==> config.mk <==
export PLATFORM = sky130hd
export DESIGN_NAME = function_handler
export DESIGN_NICKNAME = d
export VERILOG_FILES = /design/src/hdl/fh_pkg.sv /design/src/hdl/function_handler.sv /design/src/hdl/req_store.sv /design/src/hdl/tenth_tick.sv
export VERILOG_INCLUDE_DIRS = /design/src /design/src/hdl
export SDC_FILE = /design/constraint.sdc
export NUM_CORES = 1
export LEC_CHECK = 0
export BUFFER_PORTS_ARGS = -buffer_cell sky130_fd_sc_hd__buf_2
export CORE_AREA = 3 3 197 199
export CTS_CLUSTER_DIAMETER = 50
export DETAILED_ROUTE_END_ITERATION = 6
export DIE_AREA = 0 0 200 202
export GPL_TIMING_DRIVEN = 0
export MAX_ROUTING_LAYER = met4
export PLACE_DENSITY = 0.67
export SYNTH_ARGS = -nofsm -noshare
export SYNTH_HDL_FRONTEND = slang
export SYNTH_SLANG_ARGS = --single-unit
==> constraint.sdc <==
create_clock -name CLK -period 4.04 [get_ports CLK]
set_input_delay 0.808 -clock CLK [delete_from_list [all_inputs] [get_ports CLK]]
set_output_delay 0.808 -clock CLK [all_outputs]
set_load 0.05 [all_outputs]
==> src/hdl/fh_consts.svh <==
// Named constants of the function handler
`ifndef FH_CONSTS_SVH
`define FH_CONSTS_SVH

// ----------------------------------------
// Function and exception codes
// ----------------------------------------
`define FN_READ_REGS    8'h03
`define FN_WRITE_REG    8'h06
`define FN_DIAG         8'h08
`define FN_USER_LINK    8'h41
`define FN_EXC_FLAG     8'h80
`define EXC_BAD_FUNC    8'h01
`define EXC_BAD_DATA    8'h03
`define EXC_LINK_FAIL   8'h0b

// ----------------------------------------
// Diagnostic subfunctions and data values
// ----------------------------------------
`define SUB_ECHO        16'h0000
`define SUB_RESTART     16'h0001
`define SUB_LISTEN      16'h0004
`define RESTART_KEEP    8'h00
`define RESTART_CLEAR   8'hff
`define LISTEN_DATA     16'h0000

// ----------------------------------------
// Register space and request layout
// ----------------------------------------
`define LAST_REG        16'h0017
`define LAST_WR_REG     16'h0005
`define TIMEOUT_REG     16'h0000
`define TIMEOUT_RESET   8'h02
`define MAX_RD_COUNT    16'h007d
`define FIXED_ADU_LEN   5'h06
`define HDR_LEN         5'h02
`define MIN_LINK_LEN    4'h1
`define MAX_LINK_LEN    4'h8
`define BROADCAST_ADDR  8'h00
`define READ_HDR_LEN    8'h03
`define EXC_LEN         8'h03

// ----------------------------------------
// Timing
// ----------------------------------------
`define CLK_FREQ_KHZ    40000
`define TIMEOUT_UNIT_MS 100

`endif

==> src/hdl/fh_pkg.sv <==
// Types shared by the function handler modules
package fh_pkg;

	// ----------------------------------------
	// Sequencer states and answer kinds
	// ----------------------------------------
	typedef enum logic [3:0] {
		S_RX, S_EXEC, S_RD_FETCH, S_RD_WAIT, S_WR_WAIT, S_DS_WAIT, S_TX, S_DONE
	} state_t;

	typedef enum logic [1:0] {K_ECHO, K_EXC, K_READ, K_LINK} rsp_kind_t;

	// ----------------------------------------
	// First six bytes of a request
	// ----------------------------------------
	typedef struct packed {
		logic [7:0] addr;
		logic [7:0] func;
		logic [7:0] b2;
		logic [7:0] b3;
		logic [7:0] b4;
		logic [7:0] b5;
	} hdr_t;

endpackage

==> src/hdl/function_handler.sv <==
// Function-level command interpreter of a serial slave
// How it works
// - Read request carries start address then count, both high byte first; count 1..125.
// - Read answer is function, byte count of twice count, then registers high byte first.
// - Twenty-four sixteen-bit readable registers at addresses 0000 to 0017.
// - Read start above 0017 or end past 0017 gives exception 03.
// - Register zero is the link timeout in tenths; its high byte reads zero.
// - Link timeout register resets to 2, meaning 0.2 seconds.
// - Single write carries address then data, high bytes first; answer echoes request.
// - Writes allowed only to 0000..0005; higher address gives exception 03.
// - Write to register zero needs data high byte zero, else exception 03.
// - Diagnostics act on this module, with a two-byte subfunction then data.
// - Only subfunctions 0000, 0001, 0004; others give exception 03.
// - Query echo returns the whole request unchanged.
// - Restart needs first data byte 00 or FF, else exception 03.
// - Restart echoes normally; in listen-only it stays silent and ends that mode.
// - Force listen-only needs data 0000, else exception 03; enters mode silently.
// - Listen-only answers nothing; only restart or reset brings back normal operation.
// - Listen-only holds the downstream link offline.
// - User function forwards one to eight data bytes downstream as raw bytes.
// - User answer is function byte then 0, 1, 2 or 4 returned bytes.
// - Forwarded length must equal what the downstream command needs, else exception 03.
// - Forwarded bytes are binary values, never translated from text.
// - Exception is function with top bit set then code 01, 03 or 0B.
// - Address zero executes as broadcast with every answer suppressed.
`include "fh_consts.svh"

module function_handler #(
	parameter int DEPTH        = 16,
	parameter int TENTH_CYCLES = `TIMEOUT_UNIT_MS * `CLK_FREQ_KHZ
) (
	// System
	input  wire logic        CLK,
	input  wire logic        RESETN,
	// Request bytes from the framing layer
	input  wire logic        RX_VALID,
	input  wire logic [7:0]  RX_BYTE,
	input  wire logic        RX_LAST,
	output logic             RX_READY,
	// Response bytes to the framing layer
	output logic             TX_VALID,
	output logic [7:0]       TX_BYTE,
	output logic             TX_LAST,
	input  wire logic        TX_READY,
	// Controller register port
	output logic             CTL_RD,
	output logic             CTL_WR,
	output logic [4:0]       CTL_ADDR,
	output logic [15:0]      CTL_WDATA,
	input  wire logic [15:0] CTL_RDATA,
	input  wire logic        CTL_ACK,
	// Downstream command link
	output logic             DS_ONLINE,
	output logic             DS_CMD_VALID,
	output logic [3:0]       DS_CMD_LEN,
	output logic [63:0]      DS_CMD_DATA,
	input  wire logic [3:0]  DS_NEED_LEN,
	input  wire logic        DS_RSP_VALID,
	input  wire logic        DS_RSP_ERR,
	input  wire logic [2:0]  DS_RSP_LEN,
	input  wire logic [31:0] DS_RSP_DATA,
	// Status
	output logic             LISTEN_ONLY
);

	localparam int IW = $clog2(DEPTH);

	// ----------------------------------------
	// State
	// ----------------------------------------
	fh_pkg::state_t    state_r;
	fh_pkg::rsp_kind_t kind_r;
	fh_pkg::hdr_t      hdr;
	logic [4:0]        cnt_r;
	logic              ovf_r;
	logic [7:0]        timeout_r;
	logic              listen_r;
	logic              listen_clr_r;
	logic [7:0]        tx_idx_r;
	logic [7:0]        tx_len_r;
	logic [7:0]        exc_r;
	logic [7:0]        bcount_r;
	logic [4:0]        rd_addr_r;
	logic [15:0]       val_r;
	logic [31:0]       rsp_r;
	logic [7:0]        tmo_cnt_r;
	logic [7:0]        echo_byte;
	logic [7:0]        tx_nxt;
	logic              rx_take;
	logic              tick;
	logic              quiet;
	logic              rd_bad;
	logic              wr_bad;
	logic              len6;
	logic [16:0]       rd_end;
	logic [15:0]       start;
	logic [15:0]       count;
	logic [3:0]        link_len;

	assign rx_take = RX_VALID && RX_READY;

	req_store #(.DEPTH(DEPTH)) u_store (
		.clk     (CLK),
		.wr_en   (rx_take && !ovf_r),
		.wr_idx  (cnt_r[IW-1:0]),
		.wr_byte (RX_BYTE),
		.rd_idx  (tx_idx_r[IW-1:0]),
		.rd_byte (echo_byte),
		.hdr     (hdr)
	);

	tenth_tick #(.CYCLES(TENTH_CYCLES)) u_tick (
		.clk    (CLK),
		.resetn (RESETN),
		.run    (state_r == fh_pkg::S_DS_WAIT),
		.tick   (tick)
	);

	// ----------------------------------------
	// Request checks
	// ----------------------------------------
	always_comb begin
		start    = {hdr.b2, hdr.b3};
		count    = {hdr.b4, hdr.b5};
		rd_end   = {1'b0, start} + {1'b0, count} - 17'h00001;
		rd_bad   = (count == 16'h0000) || (count > `MAX_RD_COUNT) ||
		           (start > `LAST_REG) || (rd_end > {1'b0, `LAST_REG});
		wr_bad   = (start > `LAST_WR_REG) ||
		           ((start == `TIMEOUT_REG) && (hdr.b4 != 8'h00));
		len6     = (cnt_r == `FIXED_ADU_LEN) && !ovf_r;
		link_len = 4'(cnt_r - `HDR_LEN);
		quiet    = (hdr.addr == `BROADCAST_ADDR) || listen_r;
	end

	// ----------------------------------------
	// Next response byte
	// ----------------------------------------
	always_comb begin
		tx_nxt = hdr.addr;
		unique case (kind_r)
			fh_pkg::K_ECHO: tx_nxt = echo_byte;
			fh_pkg::K_EXC: begin
				if (tx_idx_r == 8'h01) begin
					tx_nxt = hdr.func | `FN_EXC_FLAG;
				end else if (tx_idx_r == 8'h02) begin
					tx_nxt = exc_r;
				end
			end
			fh_pkg::K_READ: begin
				if (tx_idx_r == 8'h01) begin
					tx_nxt = hdr.func;
				end else if (tx_idx_r == 8'h02) begin
					tx_nxt = bcount_r;
				end else if (tx_idx_r > 8'h02) begin
					tx_nxt = tx_idx_r[0] ? val_r[15:8] : val_r[7:0];
				end
			end
			fh_pkg::K_LINK: begin
				if (tx_idx_r == 8'h01) begin
					tx_nxt = hdr.func;
				end else if (tx_idx_r > 8'h01) begin
					tx_nxt = rsp_r[{tx_idx_r[1:0] - 2'h2, 3'h0} +: 8];
				end
			end
		endcase
	end

	// ----------------------------------------
	// Receive side
	// ----------------------------------------
	always_ff @(posedge CLK) begin
		if (!RESETN) begin
			RX_READY <= 1'b1;
		end else if (rx_take && RX_LAST) begin
			RX_READY <= 1'b0;
		end else if (state_r == fh_pkg::S_DONE) begin
			RX_READY <= 1'b1;
		end
	end

	always_ff @(posedge CLK) begin
		if (!RESETN || state_r == fh_pkg::S_DONE) begin
			cnt_r       <= '0;
			ovf_r       <= 1'b0;
			DS_CMD_DATA <= '0;
		end else if (rx_take && !ovf_r) begin
			cnt_r <= cnt_r + 1'b1;
			ovf_r <= (cnt_r == 5'(DEPTH - 1));
			if (cnt_r >= `HDR_LEN && cnt_r < `HDR_LEN + 5'(`MAX_LINK_LEN)) begin
				DS_CMD_DATA[{cnt_r[2:0] - 3'h2, 3'h0} +: 8] <= RX_BYTE;
			end
		end
	end

	// ----------------------------------------
	// Listen-only mode and link status
	// ----------------------------------------
	always_ff @(posedge CLK) begin
		if (!RESETN) begin
			DS_ONLINE   <= 1'b0;
			LISTEN_ONLY <= 1'b0;
		end else begin
			DS_ONLINE   <= !listen_r;
			LISTEN_ONLY <= listen_r;
		end
	end

	// ----------------------------------------
	// Sequencer
	// ----------------------------------------
	task automatic answer(input fh_pkg::rsp_kind_t k, input logic [7:0] len);
		kind_r   <= k;
		tx_len_r <= len;
		tx_idx_r <= '0;
		state_r  <= quiet ? fh_pkg::S_DONE : fh_pkg::S_TX;
	endtask

	task automatic fail(input logic [7:0] code);
		exc_r <= code;
		answer(fh_pkg::K_EXC, `EXC_LEN);
	endtask

	always_ff @(posedge CLK) begin
		if (!RESETN) begin
			state_r      <= fh_pkg::S_RX;
			kind_r       <= fh_pkg::K_ECHO;
			timeout_r    <= `TIMEOUT_RESET;
			listen_r     <= 1'b0;
			listen_clr_r <= 1'b0;
			tx_idx_r     <= '0;
			tx_len_r     <= '0;
			exc_r        <= '0;
			bcount_r     <= '0;
			rd_addr_r    <= '0;
			val_r        <= '0;
			rsp_r        <= '0;
			tmo_cnt_r    <= '0;
			TX_VALID     <= 1'b0;
			TX_BYTE      <= '0;
			TX_LAST      <= 1'b0;
			CTL_RD       <= 1'b0;
			CTL_WR       <= 1'b0;
			CTL_ADDR     <= '0;
			CTL_WDATA    <= '0;
			DS_CMD_VALID <= 1'b0;
			DS_CMD_LEN   <= '0;
		end else begin
			CTL_RD       <= 1'b0;
			CTL_WR       <= 1'b0;
			DS_CMD_VALID <= 1'b0;
			unique case (state_r)
				fh_pkg::S_RX: begin
					if (rx_take && RX_LAST) begin
						state_r <= fh_pkg::S_EXEC;
					end
				end
				fh_pkg::S_EXEC: begin
					if (cnt_r < `HDR_LEN) begin
						state_r <= fh_pkg::S_DONE;
					end else if (listen_r) begin
						// Only a well-formed restart is acted on here
						if (hdr.func == `FN_DIAG && len6 && {hdr.b2, hdr.b3} == `SUB_RESTART &&
						    (hdr.b4 == `RESTART_KEEP || hdr.b4 == `RESTART_CLEAR)) begin
							listen_clr_r <= 1'b1;
						end
						state_r <= fh_pkg::S_DONE;
					end else begin
						unique case (hdr.func)
							`FN_READ_REGS: begin
								if (!len6 || rd_bad) begin
									fail(`EXC_BAD_DATA);
								end else begin
									rd_addr_r <= start[4:0];
									bcount_r  <= {count[6:0], 1'b0};
									answer(fh_pkg::K_READ, `READ_HDR_LEN + {count[6:0], 1'b0});
								end
							end
							`FN_WRITE_REG: begin
								if (!len6 || wr_bad) begin
									fail(`EXC_BAD_DATA);
								end else if (start == `TIMEOUT_REG) begin
									timeout_r <= hdr.b5;
									answer(fh_pkg::K_ECHO, 8'(cnt_r));
								end else begin
									CTL_WR    <= 1'b1;
									CTL_ADDR  <= start[4:0];
									CTL_WDATA <= count;
									state_r   <= fh_pkg::S_WR_WAIT;
								end
							end
							`FN_DIAG: begin
								if (!len6) begin
									fail(`EXC_BAD_DATA);
								end else begin
									unique case ({hdr.b2, hdr.b3})
										`SUB_ECHO: answer(fh_pkg::K_ECHO, 8'(cnt_r));
										`SUB_RESTART: begin
											if (hdr.b4 == `RESTART_KEEP ||
											    hdr.b4 == `RESTART_CLEAR) begin
												answer(fh_pkg::K_ECHO, 8'(cnt_r));
											end else begin
												fail(`EXC_BAD_DATA);
											end
										end
										`SUB_LISTEN: begin
											if ({hdr.b4, hdr.b5} == `LISTEN_DATA) begin
												listen_r <= 1'b1;
												state_r  <= fh_pkg::S_DONE;
											end else begin
												fail(`EXC_BAD_DATA);
											end
										end
										default: fail(`EXC_BAD_DATA);
									endcase
								end
							end
							`FN_USER_LINK: begin
								if (ovf_r || link_len < `MIN_LINK_LEN ||
								    link_len > `MAX_LINK_LEN || link_len != DS_NEED_LEN) begin
									fail(`EXC_BAD_DATA);
								end else begin
									DS_CMD_VALID <= 1'b1;
									DS_CMD_LEN   <= link_len;
									tmo_cnt_r    <= '0;
									state_r      <= fh_pkg::S_DS_WAIT;
								end
							end
							default: fail(`EXC_BAD_FUNC);
						endcase
					end
				end
				fh_pkg::S_RD_FETCH: begin
					rd_addr_r <= rd_addr_r + 1'b1;
					if (rd_addr_r == 5'(`TIMEOUT_REG)) begin
						val_r   <= {8'h00, timeout_r};
						state_r <= fh_pkg::S_TX;
					end else begin
						CTL_RD   <= 1'b1;
						CTL_ADDR <= rd_addr_r;
						state_r  <= fh_pkg::S_RD_WAIT;
					end
				end
				fh_pkg::S_RD_WAIT: begin
					if (CTL_ACK) begin
						val_r   <= CTL_RDATA;
						state_r <= fh_pkg::S_TX;
					end
				end
				fh_pkg::S_WR_WAIT: begin
					if (CTL_ACK) begin
						answer(fh_pkg::K_ECHO, 8'(cnt_r));
					end
				end
				fh_pkg::S_DS_WAIT: begin
					if (tick) begin
						tmo_cnt_r <= tmo_cnt_r + 1'b1;
					end
					if (DS_RSP_VALID) begin
						if (DS_RSP_ERR) begin
							fail(`EXC_LINK_FAIL);
						end else begin
							rsp_r <= DS_RSP_DATA;
							answer(fh_pkg::K_LINK, 8'(`HDR_LEN) + 8'(DS_RSP_LEN));
						end
					end else if (tmo_cnt_r >= timeout_r) begin
						fail(`EXC_LINK_FAIL);
					end
				end
				fh_pkg::S_TX: begin
					if (!TX_VALID) begin
						TX_VALID <= 1'b1;
						TX_BYTE  <= tx_nxt;
						TX_LAST  <= (tx_idx_r == tx_len_r - 8'h01);
					end else if (TX_READY) begin
						TX_VALID <= 1'b0;
						TX_LAST  <= 1'b0;
						tx_idx_r <= tx_idx_r + 8'h01;
						if (TX_LAST) begin
							state_r <= fh_pkg::S_DONE;
						end else if (kind_r == fh_pkg::K_READ && tx_idx_r >= 8'h02 &&
						             !tx_idx_r[0]) begin
							state_r <= fh_pkg::S_RD_FETCH;
						end
					end
				end
				fh_pkg::S_DONE: begin
					if (listen_clr_r) begin
						listen_r <= 1'b0;
					end
					listen_clr_r <= 1'b0;
					state_r      <= fh_pkg::S_RX;
				end
				default: state_r <= fh_pkg::S_DONE;
			endcase
		end
	end

endmodule // function_handler

==> src/hdl/req_store.sv <==
// Byte store for one received request
module req_store #(
	parameter int DEPTH = 16
) (
	// Clock
	input  wire logic                     clk,
	// Write side
	input  wire logic                     wr_en,
	input  wire logic [$clog2(DEPTH)-1:0] wr_idx,
	input  wire logic [7:0]               wr_byte,
	// Read side
	input  wire logic [$clog2(DEPTH)-1:0] rd_idx,
	output logic      [7:0]               rd_byte,
	output fh_pkg::hdr_t                  hdr
);

	logic [7:0] mem [DEPTH];

	always_ff @(posedge clk) begin
		if (wr_en) begin
			mem[wr_idx] <= wr_byte;
		end
	end

	assign rd_byte = mem[rd_idx];
	assign hdr     = {mem[0], mem[1], mem[2], mem[3], mem[4], mem[5]};

endmodule // req_store

==> src/hdl/tenth_tick.sv <==
// Divider giving one enable pulse per timeout unit
module tenth_tick #(
	parameter int CYCLES = 4000000
) (
	// Clock and reset
	input  wire logic clk,
	input  wire logic resetn,
	// Control
	input  wire logic run,
	output logic      tick
);

	localparam int W = $clog2(CYCLES);

	logic [W-1:0] cnt_r;

	// Restarts whenever not running so every wait gets whole units
	always_ff @(posedge clk) begin
		if (!resetn || !run) begin
			cnt_r <= '0;
			tick  <= 1'b0;
		end else if (cnt_r == W'(CYCLES - 1)) begin
			cnt_r <= '0;
			tick  <= 1'b1;
		end else begin
			cnt_r <= cnt_r + 1'b1;
			tick  <= 1'b0;
		end
	end

endmodule // tenth_tick

Yosys cells after proc, flatten, opt, wreduce, memory -nomap -nowiden
Memories as Yosys holds them, arrays and structs flattened. A register that Yosys moved wholly into a read port is not among the register bits.
Cells that the tools add are included.
- memory bits (writable): 128
- register bits after elaboration: 242
- output and inout port bits: 105
- input port bits: 71
- word-level logic and storage cells: 332
- memories kept: 1
- $lt $le $gt $ge: 13
- equality and inequality tests: 55
- shift-type cells: 3
- add/subtract/negate cells: 14
- mux-type cells: 137
- bitwise operators: 12
- reduce and logical (&&, ||, !) cells: 67
- memories (name ; words ; bits a word ; rd ports ; clocked after memory_dff ; wr ports ; RTL line ; source):
    u_store.mem ; 16 ; 8 ; 7 ; 1 ; 1 ; req_store.sv:17 ; logic [7:0] mem [DEPTH];
- operator list (cell ; number):
    $mux W8 ; 46
    $pmux W8 S4 ; 4
    $pmux W8 S3 ; 4
    $bwmux W64 ; 1
    $shift A8 B8 Y64 const A ; 1
    $shiftx A8 B8 Y64 ; 1
    $mux W5 ; 11
    $mux W4 ; 12
    $ne A2 B2 Y1 const B ; 18
    $mux W2 ; 17
    $logic_not A16 Y1 ; 2
    $mux W16 ; 2
    $pmux W16 S2 ; 1
    $pmux W4 S8 ; 1
    $pmux W8 S2 ; 2
    $shiftx A32 B6 Y8 ; 1
    $mux W1 ; 27
    $add A22 B1 Y22 const B ; 1
    $eq A22 B22 Y1 const B ; 1
    $pmux W5 S2 ; 2
    $ne A3 B3 Y1 const B ; 6
    $pmux W2 S3 ; 3
    $reduce_and A6 Y1 ; 3
    $add A16 B16 Y17 ; 1
    69 further kinds ; 133

Logic depth before layout (Yosys ltp)
Gate-level depths: netlist of run 1.
- depth after elaboration: 12
- mapped depth: 14
- mapped depth without buffers: 13

Hierarchy
Synthesis of run 1 repeated with hierarchy kept, for this count alone.
- cell total of the unflattened synthesis: 1900
- area, all modules: 18004.8 um^2
- modules (own cells, without submodules) (module ; times used ; area each (um^2) ; seq. area each (um^2) ; cells an instance):
    function_handler ; 1 ; 11977.7 ; 4264.1 ; 1559
    req_store ; 1 ; 4987.3 ; 3843.7 ; 221
    tenth_tick ; 1 ; 1039.7 ; 460.4 ; 120

Least setup slack after synthesis of run 1
OpenSTA, ideal clock, no wires.
- path type: flip-flop to flip-flop
- from: memory u_store.mem[5][1]
- to: register rd_addr_r[2]
- clock period less this slack: 3635 ps
- arrival: 3503 ps
- cell stages (with the launch flop): 15
- buffers on the path: 1
- data required time: 3908 ps
- slack: 405 ps
- library setup time: 132 ps
- cell sequence: edfxtp_1 inv_1 ha_1 inv_1 ha_1 fa_1 a21o_1 a221oi_2 nor3_1 or3_1 a2111oi_2 nand4b_1 buf_2 nor3_1 nor3_1
- RTL lines (what ; RTL line ; source):
    start, declared ; req_store.sv:17 ;
    end signal, assigned ; function_handler.sv:273 ; rd_addr_r <= start[4:0];
    end signal, assigned ; function_handler.sv:333 ; rd_addr_r <= rd_addr_r + 1'b1;
    end, declared ; function_handler.sv:83 ; logic [4:0] rd_addr_r;

==> results of run 1 <==
## layer usage
layer / part of all wire / global-route usage
met1: 0.42 / 0.379
met2: 0.46 / 0.443
met3: 0.074 / 0.0413
met4: 0.042 / 0.114
met5: 0 / -
## layout by cell type, fill, tap and decap left out, types with 45 or more instances in the layout
| cell | n |
|---|---|
| nor2_1 | 265 |
| nand3_1 | 78 |
| edfxtp_1 | 128 |
| clkbuf_16 | 45 |
| buf_2 | 179 |
| ha_1 | 63 |
| inv_1 | 86 |
| clkbuf_1 | 84 |
| nand2_1 | 240 |
| mux4_2 | 48 |
| a21oi_1 | 169 |
| dfxtp_1 | 239 |
## cell families (layout without fill, tap and decap cells)
group	Yosys count	in the layout	share of synthesized area
simple gates	753	753	0.191
flops	368	368	0.484
compound gates	340	340	0.119
buf+inv	190	468	0.0410
mux	96	96	0.0881
fa+ha+maj	64	64	0.0453
xor+xnor	64	64	0.0314
## cell usage after synthesis (11+ instances only)
master	number
dfxtp_1	240
nor4_1	19
mux4_2	48
nand2b_1	11
edfxtp_1	128
a211oi_1	19
a21oi_1	171
ha_1	63
nor2_1	265
xnor2_1	30
xor2_1	34
o21ai_0	41
clkbuf_1	82
mux2i_1	39
nand3_1	78
nand2_1	240
and3_1	13
nor3_1	33
inv_1	91
nand4_1	31
a311oi_1	11
## worst paths after layout
check / from / end / slack, ns / depth (start not counted)
setup / recovery: u_store.mem[5][2]$_DFFE_PP_ / bcount_r[4]$_SDFFE_PN0P_ / 0.01 / 13
hold / removal: CTL_WDATA[13]$_SDFFE_PN0P_ / CTL_WDATA[13]$_SDFFE_PN0P_ / 0.45 / 2
setup reg to reg: u_store.mem[5][2]$_DFFE_PP_ / bcount_r[4]$_SDFFE_PN0P_ / 0.01 / 13
hold reg to reg: CTL_WDATA[13]$_SDFFE_PN0P_ / CTL_WDATA[13]$_SDFFE_PN0P_ / 0.45 / 2
## sequential cells by signal, summed over array words and instances, names as in the netlist, 7 cells and up, named ones only
name	cells
CTL_WDATA	16
val_r	16
TX_BYTE	8
bcount_r	7
tx_len_r	8
rsp_r	32
u_tick.cnt_r	22
tx_idx_r	8
tmo_cnt_r	8
timeout_r	8
u_store.mem	128
DS_CMD_DATA	64
## per-stage QoR
step / std cells / total power, W / hold slack [ns]
after floorplan: 1875 / 0.00574 / 0.428
after global placement: 2560 / 0.00637 / 0.437
after detailed placement: 2560 / 0.00640 / 0.443
after CTS: 2651 / 0.0104 / 0.447
after global routing: 2664 / 0.0108 / 0.468
final: 2664 / 0.0104 / 0.450
## worst min-delay path, stage by stage (launching register included)
cell     delay (ns)
dfxtp_1        0.30
nand2_1        0.05
a21oi_1        0.05
## area by class of cell
type                            instances  area (µm²)
Buffer                                 94         378
Multi-Input combinational cell       1317        8540
Clock buffer                           55        1200
Sequential cell                       368        8650
Clock inverter                         29         293
Fill cell                            3362       16300
Inverter                               92         345
Tap cell                              511         639
Timing Repair Buffer                  198        1050
## where the power goes
part / switching (W) / internal (W) / total, W
Combinational: 0.00141 / 0.000827 / 0.00224
Sequential: 0.000162 / 0.00398 / 0.00414
Clock: 0.00168 / 0.00236 / 0.00404
## what timing repair did
action / 4_1_cts / 5_1_grt
gates resized for setup: 7 / 13
gates cloned: 0 / 1
setup buffers: 10 / 13
pin swaps: 3 / 5
hold endpoints to repair: 0 / 0
setup endpoints to repair: 24 / 28
==> impl_metrics.tcl, run 1 <==
set metrics [dict create \
    post_synth_instance_area_um2 17900 \
    globalplace.congestion 0.940 \
    netlist_instances 1875 \
    post_route_setup_slack_ns 0.0130 \
    grt_remaining_overflow 0 \
    synth_top_area_frac 0.269 \
    run_status "completed" \
    cp_top_family "compound AO/OA/AOI/OAI gates" \
    clockBufferDepth 3 \
    htreeDepth 2 \
    worst-endpoint-required_ns 4.47 \
    critPathBufInv 3 \
    cts.sinks 368 \
    cts_hold_repair.buffers 0 \
    via_density_per_instance 5.76 \
    vias 15300 \
    fp-row-count 71 \
    cts_root_buf "clkbuf_16" \
    finalWorstPathRequiredPeriod_ns 4.03 \
    max_cap_violations 0 \
    initial_standard_cell_utilization_of_the_core 0.477 \
    worstPathCellList "inv_1 -> ha_1 -> inv_1 -> fa_1 -> a21o_1 -> a221oi_4 -> nor3_2 -> or3_4 -> a2111oi_4 -> nand4b_1 -> buf_2 -> mux2i_1 -> nor2_1" \
    final.setup_skew_ns 0.0237 \
    slew-limit-headroom 0.123 \
    fp.coreArea_um2 37400 \
    unique_masters_post_synth 82 \
    timing.final.hold_violations 0 \
    ys_seq_elements 368 \
    cts_tree "done" \
    detailedRoute.firstIterationViolations 1332 \
    vdd_drop_max_v 0.000355 \
    cellPowerDensity_nw_per_um2 494 \
    final_net_count 2251 \
    clk_transition_reported_paths_ns 0.06 \
    max_stage_delay_ns 0.51 \
    holdCritPathClass "reg -> reg" \
    grt_pass1_wl_um 86000 \
    crit_slowest_cell "a2111oi_4" \
    finalSetupTns_ns 0 \
    fp.dieArea_um2 40400 \
    place_worst_setup_slack_ns -0.733 \
    end_kind "flip-flop" \
    ys_async_sr_fraction 0 \
    number_of_antenna_violations_at_the_first_check_in_global_routing 0 \
    mean_cell_area_of_the_mapped_netlist_um2 9.52 \
    die_h_um 202 \
    grt_max_degree 22 \
    yosysWarnings 0 \
    remaining_design_rule_violation_count 0 \
    p_leak_nw 8.11 \
    final_min_period_over_clock_period 0.997 \
    worstPathArrival_ns 4.46 \
    rsz0062_at_grt "yes" \
    average_wire_length_per_cell_after_detail_routing_um 21.2 \
    final_report_setup_violation_count 0 \
    cell_area_placed_um2 19400 \
    final_core_area_utilization 0.564 \
    total_i_o_pin_count 176 \
    worst_path_most_repeated_cell "inv_1" \
    detailed_placement_hpwl_um 41200 \
    criticalPathCategory "reg -> reg" \
    clk-insertion-delay-late_ns 0.59 \
    post_synth_main_area_contributors "dfxtp_1 27%, edfxtp_1 22%, mux4_2 6.1%" \
    post-route-cell-area_um2 21100 \
    drt_pass1_iterations 6 \
    drive_gt1_frac 0.171 \
    ant_nets 0 \
    synth_top_flop_cell "dfxtp_1" \
    synth.yosys.seq_area_share 0.484 \
    slew_viol_final 0 \
    critical_path.max_fanout 5 \
    net_count_synth 2010 \
    cell_taking_the_most_area_after_synthesis "dfxtp_1" \
    antenna_cells 0 \
    cts-buffers-inserted 45 \
    syn2layout_area_growth_pct 18.2 \
    portBuffers 174 \
    globalRouteTotalUtil 0.285 \
    die_width_um 200 \
    maxClockFrequency_ghz 0.248 \
    worst_tran_pin_value_ns 1.31 \
    drt_wl_total_um 56400 \
    setup.worst_path.start_class "flip-flop" \
    number_of_synthesized_flops_with_an_enable_pin 128 \
    via_count_of_the_first_global_routing_pass 14700 \
]
Power figures use the tool's default switching activity.
==> run 2: changes to the inputs <==
- CORE_AREA: 3 3 197 199 -> 3 3 198 200
- DIE_AREA: 0 0 200 202 -> 0 0 201 203
- HOLD_SLACK_MARGIN: unset -> 0.03
- PLACE_DENSITY: 0.67 -> 0.66
- SYNTH_HIERARCHICAL: unset -> 1
==> run 2 against run 1 <==
Worst hold slack worse by 0.00063 ns. Sequential power about the same. Via count up 1.4%. Critical path depth rose by 2. Design area increased by 0.36%. Clock-buffer cell count is 3 lower. Setup slack gained 0.16 ns. Highest routed layer unchanged. Clock power is essentially flat. Die area grew 1.0%. Final cell count grew 0.53%. Power increased by 0.98%. Non-clock buffer count fell by 11.
==> impl_metrics.tcl, run 2 <==
set metrics [dict create \
    final_report_setup_violation_count 0 \
    largest_register "u_store/mem" \
    final_min_period_over_clock_period 0.958 \
    worstReg2RegStart "u_store/mem[5][7]$_DFFE_PP_" \
    remaining_design_rule_violation_count 0 \
    main_combinational_cell_family_by_area_after_synthesis "simple AND/OR/NAND/NOR gates" \
    syn2layout_area_growth_pct 17.6 \
    cts-buffers-inserted 42 \
    post_synth_main_area_contributors "dfxtp_1 26%, edfxtp_1 21%, nor2_1 5.5%" \
    ys_async_sr_fraction 0 \
    maxClockFrequency_ghz 0.258 \
    cellPowerDensity_nw_per_um2 497 \
    ys_seq_elements 364 \
    initial_standard_cell_utilization_of_the_core 0.479 \
    synth.yosys.seq_area_share 0.476 \
    timing.final.hold_violations 0 \
    timing.critical_path.from "u_store/mem[5][7]$_DFFE_PP_" \
    yosysWarnings 6 \
    critical_path.max_fanout 10 \
    clk-insertion-delay-late_ns 0.58 \
    post-synth-top-count-cell "nor2_1" \
    grt_pass1_wl_um 84600 \
    holdCritPathClass "reg -> reg" \
    mostFrequentLayoutCell "nor2_1" \
    fp.coreArea_um2 37600 \
    clockBufferDepth 3 \
    mean_cell_area_of_the_mapped_netlist_um2 9.48 \
    average_wire_length_per_cell_after_detail_routing_um 21.0 \
    globalRouteTotalUtil 0.274 \
    htreeDepth 2 \
    finalWorstPathRequiredPeriod_ns 3.87 \
    final.setup_skew_ns 0.0210 \
    holdCritStartpoint "CTL_WDATA[3]$_SDFFE_PN0P_" \
    end_kind "flip-flop" \
    cts_tree "done" \
    number_of_synthesized_flops_with_an_enable_pin 128 \
    post_synth_instance_area_um2 18000 \
    grt_max_degree 22 \
    slew-limit-headroom 0.120 \
    via_count_of_the_first_global_routing_pass 14800 \
    net_count_synth 2034 \
    number_of_antenna_violations_at_the_first_check_in_global_routing 3 \
    cts.sinks 364 \
    drt_pass1_iterations 5 \
    commonest_non_fill_non_tap_cells_in_the_layout "265 x nor2_1, 239 x nand2_1, 235 x dfxtp_1" \
    grt_remaining_overflow 0 \
    final_core_area_utilization 0.563 \
    slew_viol_final 0 \
    detailedRoute.firstIterationViolations 1399 \
    totalPowerFinal_w 0.0105 \
    fp.dieArea_um2 40800 \
    ant_nets 0 \
    worstPathArrival_ns 4.30 \
    cts_root_buf "clkbuf_16" \
    synthSimpleGateAreaFrac 0.198 \
    synth_top_area_frac 0.262 \
    fp-row-count 71 \
    cts_hold_repair.buffers 0 \
    clk_transition_reported_paths_ns 0.06 \
    synth_adder_area_share 0.0442 \
    max_cap_violations 0 \
    detailed_placement_hpwl_um 41200 \
    unique_masters_post_synth 94 \
    setup.worst_path.start_class "flip-flop" \
    total_i_o_pin_count 176 \
    worst-endpoint-required_ns 4.47 \
    run_status "completed" \
    synth_xor_area_frac 0.0272 \
    yosys-mux-area-fraction 0.0787 \
    criticalPathCategory "reg -> reg" \
    final_net_count 2265 \
    die_width_um 201 \
    post_synth_most_frequent_cells "265 x nor2_1, 239 x nand2_1, 236 x dfxtp_1, 170 x a21oi_1, 128 x edfxtp_1" \
    die_h_um 203 \
    portBuffers 175 \
    p_leak_nw 8.10 \
    globalplace.congestion 0.966 \
    vias 15600 \
    largest_reg_flops 128 \
    drive_gt1_frac 0.160 \
    netlist_instances 1900 \
    drt_wl_total_um 56100 \
    worst_tran_pin_value_ns 1.31 \
    synth_compound_gate_area_share 0.132 \
    biggestRegsByFlops "u_store/mem: 128 flops, DS_CMD_DATA: 64 flops, rsp_r: 32 flops" \
    cell_taking_the_most_area_after_synthesis "dfxtp_1" \
    via_density_per_instance 5.81 \
    vdd_drop_max_v 0.000380 \
    synth_top_flop_cell "dfxtp_1" \
]
==> run 2: cell types whose count changed after synthesis, sizes merged, moves of 7 or more <==
cell    delta
nor3b      +8
o221ai     +9
nand3     -26
a31oi      +7
a22oi     +18
clkbuf    -13
o211a      -7
mux4       -8
xor2       -9
==> run 2: final timing paths <==
| check | end | slack [ns] | cells past startpoint |
|---|---|---|---|
| max reg2reg | rd_addr_r[2]$_SDFFE_PN0P_ | 0.17 | 15 |
| max | rd_addr_r[2]$_SDFFE_PN0P_ | 0.17 | 15 |
| min | CTL_WDATA[3]$_SDFFE_PN0P_ | 0.45 | 2 |
| min reg2reg | CTL_WDATA[3]$_SDFFE_PN0P_ | 0.45 | 2 |
==> run 2: layout make-up <==
type	count	area, µm²
Clock buffer	52	1140
Antenna cell	3	7.51
Multi-Input combinational cell	1344	8700
Sequential cell	364	8570
Buffer	93	417
Timing Repair Buffer	188	973
Clock inverter	25	362
Fill cell	3383	16400
Inverter	98	368
Tap cell	511	639
==> run 2: per-stage QoR <==
step,setup WS (ns),instances,area [µm²],setup TNS (ns),hold WS (ns)
finish,0.169,2678,21200,0,0.449
global route,-0.0105,2678,21200,-0.0105,0.468
CTS,0.0230,2668,21100,0,0.454
global placement,-0.350,2586,19500,-4.35,0.438
floorplan,0.518,1900,18000,0,0.428
detailed placement,-0.346,2586,19500,-4.05,0.447
==> run 2: logic make-up after synthesis <==
logic type / Yosys count
adder cells (fa/ha/maj): 63
XOR/XNOR: 56
AO/OA/AOI/OAI: 377
flip-flops: 364
AND/OR/NAND/NOR: 763
buffers and inverters: 192
multiplexers: 85
==> run 2: power by group <==
group          internal [W]  switching, W
Clock               0.00243       0.00163
Combinational      0.000882       0.00147
Sequential          0.00394      0.000170
Total               0.00726       0.00326
==> run 2: metal layers <==
| layer | GRT usage | wire, µm |
|---|---|---|
| met1 | 0.356 | 23900 |
| met2 | 0.427 | 25500 |
| met3 | 0.0574 | 4860 |
| met4 | 0.0961 | 1850 |
| met5 | - | 0 |
==> run 2: worst max-delay path, stage by stage, from the launching register on <==
cell	delay (ns)
edfxtp_1	0.48
inv_1	0.15
ha_1	0.32
inv_1	0.05
ha_1	0.28
clkbuf_1	0.19
a2111oi_1	0.44
o21ai_0	0.27
a31oi_1	0.22
mux2i_1	0.17
nor4_4	0.26
buf_4	0.19
nand4_4	0.22
buf_6	0.24
nor3_1	0.17
nor3_1	0.06
==> run 2: timing repair <==
item,4_1_cts,5_1_grt
endpoints found under the setup margin,22,36
setup buffers,6,7
resized for setup,2,9
pin swaps,1,2
cloned,0,0
